[config.mk]
export PLATFORM = sky130hd
export DESIGN_NAME = fieldbus_status_control_word
export DESIGN_NICKNAME = d
export VERILOG_FILES = /design/src/hdl/fieldbus_word_pkg.sv /design/src/hdl/link_supervision_if.sv /design/src/hdl/link_watchdog_monitor.sv /design/src/hdl/fieldbus_status_control_word.sv
export SDC_FILE = /design/constraint.sdc
export NUM_CORES = 1
export LEC_CHECK = 0
export ABC_AREA = 1
export BUFFER_PORTS_ARGS = -buffer_cell sky130_fd_sc_hd__buf_2
export CORE_MARGIN = 1
export CORE_UTILIZATION = 55
export CTS_BUF_LIST = sky130_fd_sc_hd__clkbuf_2 sky130_fd_sc_hd__clkbuf_4 sky130_fd_sc_hd__clkbuf_8
export CTS_CLUSTER_SIZE = 8
export DETAILED_ROUTE_END_ITERATION = 6
export MAX_ROUTING_LAYER = met4
export PLACE_DENSITY = 0.81
export SLEW_MARGIN = 10
export SYNTH_ARGS = -nofsm -noshare
export SYNTH_HDL_FRONTEND = slang
export SYNTH_SLANG_ARGS = --single-unit
export TNS_END_PERCENT = 5
[constraint.sdc]
create_clock -name core_clk -period 2 [get_ports core_clk]
set_input_delay 0.1 -clock core_clk [delete_from_list [all_inputs] [get_ports core_clk]]
set_output_delay 0.1 -clock core_clk [all_outputs]
set_load 0.01 [all_outputs]
[src/hdl/fieldbus_word_pkg.sv]
package fieldbus_word_pkg;

   // Status word bit positions
   localparam int ST_READY_ON = 0;
   localparam int ST_READY_RUN = 1;
   localparam int ST_RUNNING = 2;
   localparam int ST_FAULT = 3;
   localparam int ST_NO_COAST = 4;
   localparam int ST_NO_QUICK = 5;
   localparam int ST_INHIBIT = 6;
   localparam int ST_WARNING = 7;
   localparam int ST_AT_SPEED = 8;
   localparam int ST_REMOTE = 9;
   localparam int ST_ABOVE_LIMIT = 10;
   localparam int ST_ECHO = 15;

   // Command word bit positions in the bypass combination
   localparam int CW_START = 0;
   localparam int CW_DIR = 1;
   localparam int CW_FAULT_RESET = 2;
   localparam int CW_DIN_LSB = 3;
   localparam int CW_WATCHDOG = 11;

   // Reset values and unused status bit mask
   localparam logic [15:0] STATUS_RESET = 16'h0000;
   localparam logic [15:0] COMMAND_RESET = 16'h0000;
   localparam logic [15:0] UNUSED_STATUS_MASK = 16'h7800;

   // Watchdog tick: delay is counted in milliseconds
   localparam int CLK_PERIOD_PS = 4000;
   localparam longint TICK_TIME_PS = 64'd1000000000;
   localparam int TICK_CYCLES = int'(TICK_TIME_PS / CLK_PERIOD_PS);

   // Absolute speed error within tolerance
   function automatic logic within_tolerance(input logic [15:0] a, input logic [15:0] b,
                                             input logic [15:0] tol);
      logic [15:0] diff;
      diff = (a > b) ? 16'(a - b) : 16'(b - a);
      return diff <= tol;
   endfunction

endpackage

[src/hdl/link_supervision_if.sv]
`timescale 1ns/1ps
interface link_supervision_if;
   logic pulse;
   logic fault_reset;
   logic [15:0] delay_ms;
   logic timeout;

   modport supervisor (input pulse, input fault_reset, input delay_ms, output timeout);
   modport client (output pulse, output fault_reset, output delay_ms, input timeout);
endinterface

[src/hdl/link_watchdog_monitor.sv]
`timescale 1ns/1ps
module link_watchdog_monitor
   import fieldbus_word_pkg::*;
#(
   parameter int TICK_LEN = TICK_CYCLES
)
(
   input wire logic core_clk, // System clock
   input wire logic resetn, // Async reset, active low
   link_supervision_if.supervisor sup // Pulse in, timeout out
);

   localparam int TW = $clog2(TICK_LEN + 1);

   logic prev_pulse;
   logic [TW-1:0] tick_cnt;
   logic [15:0] ms_cnt;
   logic timeout;

   // Edge of the master pulse and millisecond tick
   wire pulse_edge = sup.pulse ^ prev_pulse;
   wire tick = (tick_cnt == TW'(TICK_LEN - 1));
   wire expired = (sup.delay_ms != 16'h0000) && (ms_cnt >= sup.delay_ms);
   wire [15:0] next_ms = pulse_edge ? 16'h0000 : (tick && ms_cnt != 16'hFFFF) ? 16'(ms_cnt + 16'h0001) : ms_cnt;

   assign sup.timeout = timeout;

   // Counters restart on every pulse edge; timeout set wins over reset request
   always_ff @(posedge core_clk or negedge resetn)
   begin
      if (!resetn)
      begin
         prev_pulse <= 1'b0;
         tick_cnt <= '0;
         ms_cnt <= 16'h0000;
         timeout <= 1'b0;
      end
      else
      begin
         prev_pulse <= sup.pulse;
         tick_cnt <= (tick || pulse_edge) ? '0 : TW'(tick_cnt + 1'b1);
         ms_cnt <= next_ms;
         timeout <= expired ? 1'b1 : (sup.fault_reset ? 1'b0 : timeout);
      end
   end
endmodule

[src/hdl/fieldbus_status_control_word.sv]
`timescale 1ns/1ps
// Functional notes
// - Ready-on needs supply, init, contactor open, inhibit
// - Bit 1 follows ready to run
// - Running needs modulation, flux, brake open when brake feedback used
// - Bit 3 shows fault state
// - Bit 4 low while coast stop
// - Bit 5 low while quick stop
// - Inhibit set by stops, cleared by OFF
// - Warning bit follows warning, no acknowledge
// - Bit 8 when speed within tolerance
// - Bit 9 shows fieldbus control active
// - Bit 10 when speed above limit
// - Control bit 11 echoed to status 15
// - Start, direction, five digital inputs decoded
// - Watchdog pulse loss causes fault, zero disables
module fieldbus_status_control_word
   import fieldbus_word_pkg::*;
#(
   parameter int TICK_LEN = TICK_CYCLES // Cycles per watchdog millisecond
)
(
   input wire logic core_clk, // System clock, 250 MHz
   input wire logic resetn, // Async reset, active low
   input wire logic [15:0] command_data, // Control word from master
   input wire logic command_write, // Control word valid strobe
   input wire logic supply_on, // Power supply up
   input wire logic electronics_ready, // Electronics initialised
   input wire logic contactor_open, // Main contactor dropped out
   input wire logic pulses_inhibited, // Output pulses inhibited
   input wire logic ready_to_run, // Drive ready to run
   input wire logic modulating, // Drive running and modulating
   input wire logic flux_ready, // Rotor flux ready
   input wire logic brake_feedback_used, // Brake feedback in use
   input wire logic brake_open, // Brake opened
   input wire logic fault_state, // Drive fault state
   input wire logic coast_stop, // Coast stop command present
   input wire logic quick_stop, // Quick stop command present
   input wire logic off_command, // OFF command
   input wire logic warning, // Warning present
   input wire logic [15:0] speed_actual, // Actual speed
   input wire logic [15:0] speed_reference, // Speed reference
   input wire logic [15:0] speed_tolerance, // At-speed tolerance
   input wire logic [15:0] speed_limit, // Above-limit threshold
   input wire logic remote_control_active, // Fieldbus owns control
   input wire logic [15:0] watchdog_delay_ms, // Pulse loss delay, 0 = off
   output logic [15:0] drive_state_report_word, // Status word to master
   output logic start_request, // Start (1) or stop (0)
   output logic direction_ccw, // Counter-clockwise when high
   output logic fault_reset_pulse, // One cycle per rising edge
   output logic remote_digital_input_1, // Fieldbus digital input 1
   output logic remote_digital_input_2, // Fieldbus digital input 2
   output logic remote_digital_input_3, // Fieldbus digital input 3
   output logic remote_digital_input_4, // Fieldbus digital input 4
   output logic remote_digital_input_5, // Fieldbus digital input 5
   output logic link_watchdog_fault // Watchdog timeout fault
);

   link_supervision_if sup_if ();

   logic [15:0] bypass_command_word;
   logic prev_reset_bit;
   logic switch_on_inhibit;
   logic [15:0] status_word;
   logic reset_pulse;
   logic watchdog_fault;

   // Watchdog supervisor on control bit 11
   assign sup_if.pulse = bypass_command_word[CW_WATCHDOG];
   assign sup_if.fault_reset = reset_pulse;
   assign sup_if.delay_ms = watchdog_delay_ms;

   link_watchdog_monitor #(
      .TICK_LEN(TICK_LEN)
   ) u_watchdog (
      .core_clk(core_clk),
      .resetn(resetn),
      .sup(sup_if.supervisor)
   );

   // Status condition decode
   wire any_fault = fault_state || sup_if.timeout;
   wire cond_ready_on = supply_on && electronics_ready && contactor_open && pulses_inhibited;
   wire cond_running = modulating && flux_ready && (!brake_feedback_used || brake_open);
   wire at_speed = within_tolerance(speed_actual, speed_reference, speed_tolerance);
   wire above_limit = speed_actual > speed_limit;
   wire inhibit_set = any_fault || coast_stop || quick_stop;
   wire inhibit_clear = off_command && !coast_stop && !quick_stop;
   wire next_inhibit = inhibit_set ? 1'b1 : (inhibit_clear ? 1'b0 : switch_on_inhibit);
   wire reset_edge = bypass_command_word[CW_FAULT_RESET] && !prev_reset_bit;

   // Assemble the whole word at once
   logic [15:0] next_status;
   always_comb
   begin
      next_status = STATUS_RESET;
      next_status[ST_READY_ON] = cond_ready_on;
      next_status[ST_READY_RUN] = ready_to_run;
      next_status[ST_RUNNING] = cond_running;
      next_status[ST_FAULT] = any_fault;
      next_status[ST_NO_COAST] = !coast_stop;
      next_status[ST_NO_QUICK] = !quick_stop;
      next_status[ST_INHIBIT] = next_inhibit;
      next_status[ST_WARNING] = warning;
      next_status[ST_AT_SPEED] = at_speed;
      next_status[ST_REMOTE] = remote_control_active;
      next_status[ST_ABOVE_LIMIT] = above_limit;
      next_status[ST_ECHO] = bypass_command_word[CW_WATCHDOG];
   end

   // Command register written by master strobe
   always_ff @(posedge core_clk or negedge resetn)
   begin
      if (!resetn)
         bypass_command_word <= COMMAND_RESET;
      else if (command_write)
         bypass_command_word <= command_data;
   end

   // Status, inhibit and fault reset edge registers
   always_ff @(posedge core_clk or negedge resetn)
   begin
      if (!resetn)
      begin
         status_word <= STATUS_RESET;
         switch_on_inhibit <= 1'b0;
         prev_reset_bit <= 1'b0;
         reset_pulse <= 1'b0;
         watchdog_fault <= 1'b0;
      end
      else
      begin
         status_word <= next_status;
         switch_on_inhibit <= next_inhibit;
         prev_reset_bit <= bypass_command_word[CW_FAULT_RESET];
         reset_pulse <= reset_edge;
         watchdog_fault <= sup_if.timeout;
      end
   end

   // Outputs from registers
   assign drive_state_report_word = status_word;
   assign start_request = bypass_command_word[CW_START];
   assign direction_ccw = bypass_command_word[CW_DIR];
   assign remote_digital_input_1 = bypass_command_word[CW_DIN_LSB];
   assign remote_digital_input_2 = bypass_command_word[CW_DIN_LSB + 1];
   assign remote_digital_input_3 = bypass_command_word[CW_DIN_LSB + 2];
   assign remote_digital_input_4 = bypass_command_word[CW_DIN_LSB + 3];
   assign remote_digital_input_5 = bypass_command_word[CW_DIN_LSB + 4];
   assign fault_reset_pulse = reset_pulse;
   assign link_watchdog_fault = watchdog_fault;
endmodule

### After elaboration in Yosys (flattened, before gate mapping)

Cells that the tools add are included.

| word-level totals | value |
|---|---|
| output and inout bits | 25 |
| flip-flop bits (word level) | 64 |
| word-level logic and storage cells | 51 |
| input port bits | 114 |

| cells by class | value |
|---|---|
| add/sub/neg operators | 4 |
| reduce and logical (&&, ||, !) cells | 22 |
| mux-type cells | 8 |
| order comparisons | 4 |
| bitwise logic cells | 1 |
| equal/unequal tests | 2 |

Operator list:

| kind | count |
|---|---|
| 16-bit two-way mux | 3 |
| 16-bit greater-than comparator | 2 |
| 16-bit subtractor | 2 |
| 18-bit by 1-bit adder with 18-bit output (second input constant) | 1 |
| 18-bit equality test (second input constant) | 1 |
| 18-bit two-way mux | 1 |
| 16-bit by 1-bit adder with 16-bit output (second input constant) | 1 |
| 16-bit greater-or-equal comparator | 1 |
| 16-bit <= comparator | 1 |
| 16-bit != test (second input constant) | 1 |
| 16-bit nonzero test | 1 |
| 1-bit logical AND | 10 |
| 1-bit logical OR | 5 |
| 1-bit logical NOT | 4 |
| 1-bit two-way mux | 4 |
| 2-bit nonzero test | 2 |
| 1-bit XOR | 1 |

### Logic depth before layout (Yosys ltp)

Gate-level depths: netlist of run 1.

| depth | value |
|---|---|
| word-level depth | 5 |
| mapped depth | 23 |
| depth with buffers taken out | 22 |

### Hierarchy

Synthesis of run 1 repeated with hierarchy kept, for this count alone.

| second synthesis, totals | value |
|---|---|
| cell total of the unflattened synthesis | 950 |
| area total of the unflattened synthesis | 6436.2 um^2 |

By module, submodules not included:

| module | seq. area each (um^2) | area an instance (um^2) | cells an instance | instances |
|---|---|---|---|---|
| fieldbus_status_control_word | 600.6 | 3787.4 | 613 | 1 |
| link_watchdog_monitor | 900.9 | 2648.8 | 337 | 1 |

### Worst setup path after synthesis of run 1

OpenSTA, ideal clock, no wires.

| path | value |
|---|---|
| path kind | input to register |
| from | in speed_actual[0] |
| to | reg status_word[8], in the netlist drive_state_report_word[8] |
| path slack | -530 ps |
| library setup time | 116 ps |
| stages | 21 |
| buffers on the path | 1 |
| arrival time | 2413 ps |
| cells stage by stage | inv_1 -> ha_1 -> inv_1 -> fa_1 -> nand3_1 -> nand2_1 -> nand2_1 -> nand2_1 -> nand2_1 -> nand2_2 -> nand2_4 -> buf_4 -> nand2_1 -> nand2_1 -> inv_1 -> ha_1 -> nand2_1 -> nor4_1 -> o21ai_0 -> nand2_1 -> nand2_1 |

| between the ends | value |
|---|---|
| longest elaborated chain between the ends | 3 |
| elaborated cells between the ends (all ways) | 5 |

RTL lines:

| item | RTL line | RTL |
|---|---|---|
| start, declared | fieldbus_status_control_word.sv:41 | `input wire logic [15:0] speed_actual,` |
| 16-bit subtractor or 16-bit greater-than comparator (tied branches) | fieldbus_word_pkg.sv:38 | `diff = (a > b) ? 16'(a - b) : 16'(b - a);` |
| 16-bit two-way mux * | fieldbus_word_pkg.sv:38 |  |
| 16-bit <= comparator * | fieldbus_word_pkg.sv:39 | `return diff <= tol;` |
| named net at_speed | fieldbus_status_control_word.sv:85 | `wire at_speed = within_tolerance(speed_actual, speed_reference, speed_tolerance);` |
| end signal, assigned | fieldbus_status_control_word.sv:133 | `status_word <= next_status;` |
| end, declared | fieldbus_status_control_word.sv:64 | `logic [15:0] status_word;` |

The timed path passes the listed nets; every way through them passes the cells marked *.
A chain may end at the register's enable or synchronous reset.

### Worst setup path after layout of run 1

Ends and elaborated chain as after synthesis.

==> flow_summary.ini, run 1 <==
[setup_path]
regToRegEndpoint = u_watchdog.ms_cnt[12]$_DFFE_PN0P_
cp.arrival_ns = 2.38
setup.worst_path.class = primary input to flop
ff2ff_setup_slack_ns = 0.15
reg2reg_from = u_watchdog.tick_cnt[0]$_DFF_PN0_
worstPathMaxFanout = 7
reg2regPathDepth = 7
required_ns = 2.23
cp-start-kind = primary input
cp-end-kind = flop

[clock_network]
cts_sinks = 59
cts_buffers = 9
clkLatencyLatePin_ns = 0.35
htree_num_levels = 3
clockBufferDepth = 2
clk_pin_slew_ns = 0.08
cts_tree = built
root_buffer = clkbuf_8

[grt]
grt_use_total_pct = 32.8
grt_pass1_wl_um = 29500
antenna_found_initial = 0
grt_overflow_total = 0
grt_max_degree = 60
first_global_vias = 6709

[timing]
rsz0062_at_grt = yes
fmax_mhz = 465
hold_viol = 0
slew_headroom_pct = 50.3
setup_viol = 1
clock_skew_ns = 0.0152
period_needed_ns = 2.15
fin_crit_sh_pct = 108
drv_slew = 0
tightest_slew_ns = 0.746
worst_slack_ns = -0.152

[synth]
synth_edf_count = 0
netlist_area_um2 = 6170
ys_top_cells_by_area = dfrtp_1, nand2_1, ha_1
synth_commonest_cells = nand2_1, inv_1, ha_1, nor2_1, nand3_1
syn_inst = 953
ys_warn_count = 0
yosys_register_bits = 59
yosysMostFrequentCell = nand2_1
async_flop_share_pct = 100
synthFlopType = dfrtp_1
synth.largest_area_cell = dfrtp_1
yosysSeqAreaShare_pct = 23.9
avgSynthCellArea_um2 = 6.48
synth.top_cell.area_share_pct = 23.9
synth_cell_types = 37

[drt]
wire_per_inst_um = 12.9
vias_per_cell = 5.12
drtIter0Drc = 386
drt-total-wl_um = 17100
dr.pass1.iters = 5
vias = 6769
drc = 0
ant_nets = 0

[placement]
hpwl_um = 12000
place_area_um2 = 7470
gp_congestion = 0.914
io_buffers = 127
placed_cells = 1276

[floorplan]
ioPinCount = 139
dieArea_um2 = 11700
initial_core_util_pct = 56.7
die_y_um = 108
row_count = 38
chipWidth_um = 108
core-area_um2 = 10900

[power_and_ir_drop]
total_power_mw = 4.24
pwr_density_cell_nw_per_um2 = 508
vdd_ir_drop_max_mv = 0.542
p_leak_nw = 4.87

[hold_path]
worst_hold_path.endpoint = bypass_command_word[2]$_DFFE_PN0P_
hp-class = primary input to flop
hp-start = command_data[2]
hold_depth = 3

[layout]
finalInstanceArea_um2 = 8350
area_delta_synth_final_pct = 35.2
drive_gt1_share_pct = 26.2
diodes = 0
fin_nets = 1373
fin_cells = 1321
final_util_pct = 76.6

[flow_run]
cap_violations = 0

[run_status]
status = complete, but fails checks
violations = setup timing
-- state kept, by name (all words and copies together), names as in the netlist --
name	count
link_watchdog_fault	1
fault_reset_pulse	1
u_watchdog.ms_cnt	16
bypass_command_word	9
u_watchdog.tick_cnt	18
prev_reset_bit	1
u_watchdog.sup.timeout	1
drive_state_report_word	12
-- worst max-delay path by stage --
stage,endpoint,from,slack [ns],cells past startpoint
finish,drive_state_report_word[8]$_DFF_PN0_,speed_actual[0],-0.15,23
floorplan,drive_state_report_word[8]$_DFF_PN0_,speed_actual[0],-0.35,21
detailed placement,drive_state_report_word[8]$_DFF_PN0_,speed_actual[0],-0.61,22
CTS,drive_state_report_word[8]$_DFF_PN0_,speed_actual[0],-0.06,23
global route,drive_state_report_word[8]$_DFF_PN0_,speed_actual[0],-0.31,22
global placement,drive_state_report_word[8]$_DFF_PN0_,speed_actual[0],-0.53,22
-- metal layers --
| metal | track usage, % | up-vias | wire, um |
|---|---|---|---|
| met5 | - | - | 0 |
| li1 | - | 3380 | - |
| met4 | 18.9 | 0 | 820 |
| met1 | 33.8 | 3027 | 6630 |
| met2 | 57.6 | 271 | 8820 |
| met3 | 6.75 | 91 | 800 |
-- cell type report --
type,count,area (um2)
multi-input cells,678,4230
fillers,751,2540
repair buffers,227,1480
flip-flops and latches,59,1480
inverters,201,774
well taps,140,175
clock buffers,11,151
clock inverters,5,61.3
-- critical path, stage by stage --
cell and delay [ns]:
buf_12 0.10, inv_12 0.03, ha_4 0.14, inv_2 0.06, fa_2 0.21, nand3_2 0.07
nand2_2 0.09, nand2_2 0.05, nand2_2 0.07, nand2_2 0.07, nand2_4 0.10, nand2_8 0.08
inv_8 0.08, buf_6 0.11, nand2_1 0.06, nand2_1 0.08, inv_2 0.05, ha_4 0.28
nand3_4 0.07, nor4_4 0.27, o21ai_1 0.10, nand2_1 0.06, nand2_1 0.04
-- where the power goes --
part | internal [mW] | switching, mW
sequential | 1.25 | 0.0445
combinational | 0.809 | 0.988
clock | 0.644 | 0.502
-- cell families (layout without fill, tap and decap cells) --
kind of cell | count (synthesis) | after routing | share of synthesized area, %
buffers and inverters | 220 | 444 | 14.2
other | 1 | 4 | 0.0607
DFF | 59 | 59 | 23.9
adders and majority gates | 83 | 83 | 17.1
muxes | 8 | 8 | 1.46
and+or+nand+nor | 485 | 486 | 33.3
xor gates and xnor gates | 33 | 33 | 4.68
AOI/OAI and AO/OA | 64 | 64 | 5.39
-- layout by cell type, fill, tap and decap left out, types with 27 or more instances in the layout --
cell and n:
a21oi_1 37, dfrtp_1 59, nand3_1 59, buf_2 124
buf_4 76, ha_1 62, nand2_1 283, xor2_1 27
inv_1 190, nor2_1 65
-- what timing repair did --
action                                  CTS  global route
gates cloned                              1             0
resized for setup                        74             5
pin swaps                                25             0
endpoints found under the hold margin    76             0
endpoints found under the setup margin    1             5
hold buffers                             21             0
setup buffers                             7             0
-- per-stage QoR --
stage / hold slack (ns) / setup TNS (ns) / setup WS [ns]
after global placement: 0.208 / -0.535 / -0.535
after CTS: 0.0110 / -0.0616 / -0.0616
after floorplan: -0.196 / -0.348 / -0.348
final: 0.0310 / -0.152 / -0.152
after detailed placement: 0.210 / -0.615 / -0.615
after global routing: 0.0440 / -0.305 / -0.305
(Power assumes the default switching activity.)
==> run 2, diff against run 1 <==
--- a/config.mk
+++ b/config.mk
@@ -5,7 +5,6 @@
 export SDC_FILE = /design/constraint.sdc
 export NUM_CORES = 1
 export LEC_CHECK = 0
-export ABC_AREA = 1
 export BUFFER_PORTS_ARGS = -buffer_cell sky130_fd_sc_hd__buf_2
 export CORE_MARGIN = 1
 export CORE_UTILIZATION = 55
@@ -13,7 +12,7 @@
 export CTS_CLUSTER_SIZE = 8
 export DETAILED_ROUTE_END_ITERATION = 6
 export MAX_ROUTING_LAYER = met4
-export PLACE_DENSITY = 0.81
+export PLACE_DENSITY = 0.83
 export SLEW_MARGIN = 10
 export SYNTH_ARGS = -nofsm -noshare
 export SYNTH_HDL_FRONTEND = slang
==> flow_summary.ini, run 2 <==
[run_status]
status = complete, but fails checks
violations = setup timing

[hold_path]
hp-class = primary input to flop

[power_and_ir_drop]
p_int_mw = 2.70
total_power_mw = 4.19
p_leak_nw = 4.12
seq_power_share_pct = 31.4
net-switching-power_mw = 1.48
power.share.clock_pct = 26.8
p_comb_share_pct = 41.7
pwr_density_cell_nw_per_um2 = 537
vdd_ir_drop_max_mv = 0.314
switching_share_pct = 35.4

[synth]
ys_top_cells_by_area = dfrtp_1, ha_1, inv_1
ys_warn_count = 0
synth_top_family_by_area = adder cells
synth-simple-area-share_pct = 17.4
netlist_area_um2 = 5260
synth_cell_types = 52
synth.largest_area_cell = dfrtp_1
yosysMostFrequentCell = inv_1
synth.top_cell.area_share_pct = 28.1
yosysSeqAreaShare_pct = 28.1
synth_commonest_cells = inv_1, ha_1, dfrtp_1, nor2_1, a21oi_1
synthAdderAreaFrac_pct = 20.0
syn_inst = 626
yosys_register_bits = 59
synth_compound_area_share_pct = 14.3
synth-xor-area-share_pct = 7.66
async_flop_share_pct = 100
synthMuxAreaShare_pct = 3.85
synth_edf_count = 0
synthFlopType = dfrtp_1
avgSynthCellArea_um2 = 8.41

[placement]
placed_cells = 973
gp_congestion = 0.877
place_area_um2 = 6820
io_buffers = 127
hpwl_um = 11700

[drt]
drt-total-wl_um = 17400
drt-met1-wl_um = 6290
met3WireLength_um = 837
dr.pass1.iters = 5
vias_per_cell = 5.55
route.top_layer_used = met4
wire_per_inst_um = 17.0
ant_nets = 0
vias = 5687
drc = 0
wl_met2_um = 9270
drtIter0Drc = 263

[layout]
drive_gt1_share_pct = 39.8
largest_register_ffs = 18
fin_nets = 1087
regMostFlops = u_watchdog.tick_cnt
final_common_cell = buf_4
fin_cells = 1024
finalInstanceArea_um2 = 7790
final_cell_mix = buf_4, buf_2, inv_1
area_delta_synth_final_pct = 48.1
diodes = 0

[timing]
whs_ns = 0.0137
drv_slew = 0
setup_viol = 10
clock_skew_ns = 0.0191
fmax_mhz = 342
hold_viol = 0
setup-tns-final_ns = -1.67
worst_slack_ns = -0.927
rsz0062_at_grt = yes
fin_crit_sh_pct = 146
period_needed_ns = 2.93

[grt]
grt_pass1_wl_um = 26600
antenna_found_initial = 0
grt_max_degree = 30
grt_overflow_total = 0
grt_use_total_pct = 34.9
first_global_vias = 5836

[clock_network]
clk_pin_slew_ns = 0.07
clkLatencyLatePin_ns = 0.36
cts_buffers = 9
htree_num_levels = 3
clockBufferDepth = 2
cts_tree = built
root_buffer = clkbuf_8
cts_sinks = 59

[setup_path]
required_ns = 2.23
cp-start-kind = primary input
cp-end-kind = flop
cp.arrival_ns = 3.15
worstPathMaxFanout = 7
setup.worst_path.class = primary input to flop

[floorplan]
row_count = 35
dieArea_um2 = 9960
ioPinCount = 139
initial_core_util_pct = 57.0
core-area_um2 = 9240
die_y_um = 99.8
chipWidth_um = 99.8

[flow_run]
cap_violations = 0
run 2: metrics by stage:
| step | util (%) | worst slack [ns] |
|---|---|---|
| after CTS | 81.1 | -0.718 |
| after global routing | 84.4 | -1.09 |
| after detailed placement | 73.8 | -1.36 |
| after floorplan | - | -0.966 |
| final | 84.4 | -0.927 |
| after global placement | 73.8 | -1.15 |
run 2: layout make-up:
type,count,area (um2)
inverters,90,340
clock inverters,7,77.6
fillers,477,1450
repair buffers,273,1830
flip-flops and latches,59,1480
well taps,129,161
multi-input cells,457,3780
clock buffers,9,124
run 2: power groups by stage:
stage	Combinational (mW)	Sequential, mW	Clock [mW]
after floorplan	0.769	1.33	0
after detailed placement	1.38	1.32	0
after CTS	1.53	1.29	1.12
final	1.75	1.32	1.12
after global placement	1.31	1.31	0
after global routing	1.89	1.32	1.19
run 2: timing repair:
item,CTS,global route
endpoints found under the setup margin,15,16
pin swaps,23,29
hold endpoints to repair,77,0
setup buffers,5,11
gates resized for setup,48,46
hold buffers,19,0
run 2: worst max-delay path, cell delays in order:
cell	delay [ns]
buf_6	0.10
inv_2	0.06
ha_4	0.21
buf_4	0.13
buf_4	0.14
a21oi_1	0.16
o21ai_0	0.19
a21oi_2	0.17
a21boi_2	0.08
buf_6	0.14
buf_4	0.16
a211oi_1	0.23
a21oi_1	0.13
xor2_1	0.17
ha_1	0.34
a21oi_1	0.18
nor2b_1	0.09
o41ai_2	0.37
run 2: kinds of logic (layout without fill, tap and decap cells):
| family | Yosys count | in the layout |
|---|---|---|
| DFF | 59 | 59 |
| buffers and inverters | 113 | 379 |
| AOI/OAI and AO/OA | 120 | 120 |
| muxes | 19 | 19 |
| xor gates and xnor gates | 46 | 46 |
| adders and majority gates | 83 | 83 |
| other | 1 | 4 |
| and+or+nand+nor | 185 | 185 |
run 2: worst paths after layout:
kind	cells after the start	slack (ns)	endpoint	startpoint
min	2	0.01	drive_state_report_word[0]$_DFF_PN0_	supply_on
max reg2reg	8	-0.19	u_watchdog.ms_cnt[13]$_DFFE_PN0P_	u_watchdog.tick_cnt[0]$_DFF_PN0_
min in group asynchronous	2	0.11	u_watchdog.tick_cnt[17]$_DFF_PN0_	resetn
max in group asynchronous	3	1.26	u_watchdog.tick_cnt[7]$_DFF_PN0_	resetn
min reg2reg	0	0.39	link_watchdog_fault$_DFF_PN0_	u_watchdog.sup.timeout$_DFFE_PN0P_
max	18	-0.93	drive_state_report_word[8]$_DFF_PN0_	speed_reference[15]
run 2: per-layer routing:
layer | vias to the layer above | global-route usage (%)
met5 | - | -
met4 | 0 | 17.4
met3 | 86 | 4.87
met2 | 270 | 65.1
met1 | 2684 | 35.6
li1 | 2647 | -
==> run 3, diff against run 2 <==
--- a/config.mk
+++ b/config.mk
@@ -16,5 +16,6 @@
 export SLEW_MARGIN = 10
 export SYNTH_ARGS = -nofsm -noshare
 export SYNTH_HDL_FRONTEND = slang
+export SYNTH_HIERARCHICAL = 1
 export SYNTH_SLANG_ARGS = --single-unit
 export TNS_END_PERCENT = 5
==> flow_summary.ini, run 3 <==
[grt]
grt_overflow_total = 0
grt_pass1_wl_um = 25500
grt_use_total_pct = 32.8
first_global_vias = 5747
antenna_found_initial = 0
grt_max_degree = 61

[clock_network]
clockBufferDepth = 2
cts_sinks = 60
htree_num_levels = 3
clkLatencyLatePin_ns = 0.34
cts_buffers = 9
cts_tree = built
clk_pin_slew_ns = 0.07
root_buffer = clkbuf_8

[run_status]
violations = DRC, setup timing
status = complete, but fails checks

[synth]
yosys_register_bits = 60
async_flop_share_pct = 100
ys_top_cells_by_area = dfrtp_1, ha_1, inv_1
ys_warn_count = 6
yosysMostFrequentCell = inv_1
synth_edf_count = 0
synthFlopType = dfrtp_1
synth_commonest_cells = inv_1, ha_1, dfrtp_1, a21oi_1, nor2_1
yosysSeqAreaShare_pct = 28.3
synth.top_cell.area_share_pct = 28.3
netlist_area_um2 = 5310
synth.largest_area_cell = dfrtp_1
synth_cell_types = 56
avgSynthCellArea_um2 = 8.54
syn_inst = 622

[layout]
fin_nets = 1056
final_cell_mix = buf_2, buf_4, inv_1
diodes = 0
final_common_cell = buf_2
area_delta_synth_final_pct = 37.5
drive_gt1_share_pct = 33.7
fin_cells = 992
final_util_pct = 78.7
regMostFlops = u_watchdog/tick_cnt
largest_register_ffs = 18

[setup_path]
required_ns = 2.25
cp-start-kind = primary input
cp.arrival_ns = 3.29
worstPathMaxFanout = 6
cp-end-kind = flop
setup.worst_path.class = primary input to flop
worst_path_max_delay_cell = a211o_1
critPathBufInv = 4
cp_cell_sequence = buf_12, inv_12, ha_4, inv_2, fa_2, a211o_1, a211o_1, a31oi_4, a21oi_4, buf_6, mux2_2, ha_1, nor2b_1, o21a_1, o21a_1, o21ai_2, a21oi_2, o22ai_1
critPathTopFamily = compound AO/OA/AOI/OAI gates
slowest_delay_ns = 0.34

[power_and_ir_drop]
pwr_density_cell_nw_per_um2 = 546
vdd_ir_drop_max_mv = 0.324
p_leak_nw = 3.92
total_power_mw = 3.99

[timing]
fin_crit_sh_pct = 152
worst_slack_ns = -1.04
tightest_slew_ns = 0.619
fmax_mhz = 329
rsz0062_at_grt = yes
drv_slew = 0
period_needed_ns = 3.04
setup_viol = 2
whs_ns = 0.00647
clock_skew_ns = 0.0178
slew_headroom_pct = 58.3
hold_viol = 0

[floorplan]
initial_core_util_pct = 57.2
die_y_um = 100
row_count = 35
chipWidth_um = 100
dieArea_um2 = 10100
core-area_um2 = 9280
ioPinCount = 139

[placement]
placed_cells = 959
gp_congestion = 1.02
io_buffers = 127
hpwl_um = 12000
dp_slack_ns = -1.53

[flow_run]
cap_violations = 0

[drt]
dr.pass1.iters = 7
vias = 5600
drc = 2
ant_nets = 0
vias_per_cell = 5.65
drtIter0Drc = 274
drt-total-wl_um = 15500
wire_per_inst_um = 15.6

[hold_path]
hp-class = primary input to flop
-- run 3: cell count changes after synthesis, sizes merged, moves of 5 or more --
cell / delta
o21ai: +8
or3: +5
nand4: +8
nand3: -7
nor2: -22
a21oi: +15
xnor2: -10
a21o: -7
-- run 3: kinds of logic after synthesis --
logic type / count (synthesis) / synth area share (%)
buffers and inverters: 113 / 8.67
DFF: 60 / 28.3
adders and majority gates: 83 / 19.8
xor gates and xnor gates: 33 / 5.44
and+or+nand+nor: 169 / 17.0
AOI/OAI and AO/OA: 145 / 17.1
muxes: 18 / 3.63
other: 1 / 0.0706
-- run 3: per-stage QoR --
step           instance area, um2  TNS (ns)
2_1_floorplan                5350     -1.09
4_1_cts                      7230     -1.02
6_report                     7300     -1.06
5_1_grt                      7300     -1.27
3_5_place_dp                 6800     -1.73
3_3_place_gp                 6800     -1.41
-- run 3: worst reg2reg max path, cell delays in order, from the launching register on --
cell	delay (ns)
dfrtp_1	0.42
nor4_4	0.35
nand3_2	0.13
or4_4	0.54
or3_1	0.32
a21oi_1	0.17
-- run 3: cell type report --
cell class	instances	area, um2
clock buffers	12	165
clock inverters	3	45.0
fillers	633	1980
inverters	89	347
multi-input cells	452	3480
flip-flops and latches	60	1500
well taps	129	161
repair buffers	247	1600
-- run 3: path summary, 6_finish.rpt --
path,from,end,slack [ns],cells after the start
hold reg to reg,u_watchdog/sup.timeout$_DFFE_PN0P_,link_watchdog_fault$_DFF_PN0_,0.39,0
setup / recovery,speed_actual[0],drive_state_report_word[8]$_DFF_PN0_,-1.04,18
min in group asynchronous,resetn,u_watchdog/ms_cnt[7]$_DFFE_PN0P_,0.28,3
hold / removal,command_data[1],bypass_command_word[1]$_DFFE_PN0P_,0.006,2
max in group asynchronous,resetn,u_watchdog/tick_cnt[0]$_DFF_PN0_,1.41,3
setup reg to reg,u_watchdog/tick_cnt[8]$_DFF_PN0_,u_watchdog/ms_cnt[6]$_DFFE_PN0P_,-0.02,5
-- run 3: repair_timing --
action / 4_1_cts / 5_1_grt
setup endpoints to repair: 7 / 6
hold buffers: 11 / 1
pin swaps: 13 / 10
setup buffers: 5 / 1
gates resized for setup: 16 / 12
hold endpoints to repair: 70 / 1
-- run 3: routing by layer --
layer,track usage (%),wire length (um),part of all wire [%],vias to the layer above
met5,-,0,0,-
met4,18.1,822,5.3,0
met3,4.11,747,4.8,79
met2,59.2,8100,52,242
met1,34.7,5810,38,2644
li1,-,-,-,2635
-- run 3: power breakdown --
part,switching [mW],internal (mW),leakage (nW)
sequential,0.0394,1.28,0.783
combinational,0.766,0.746,3.03
clock,0.487,0.671,0.101
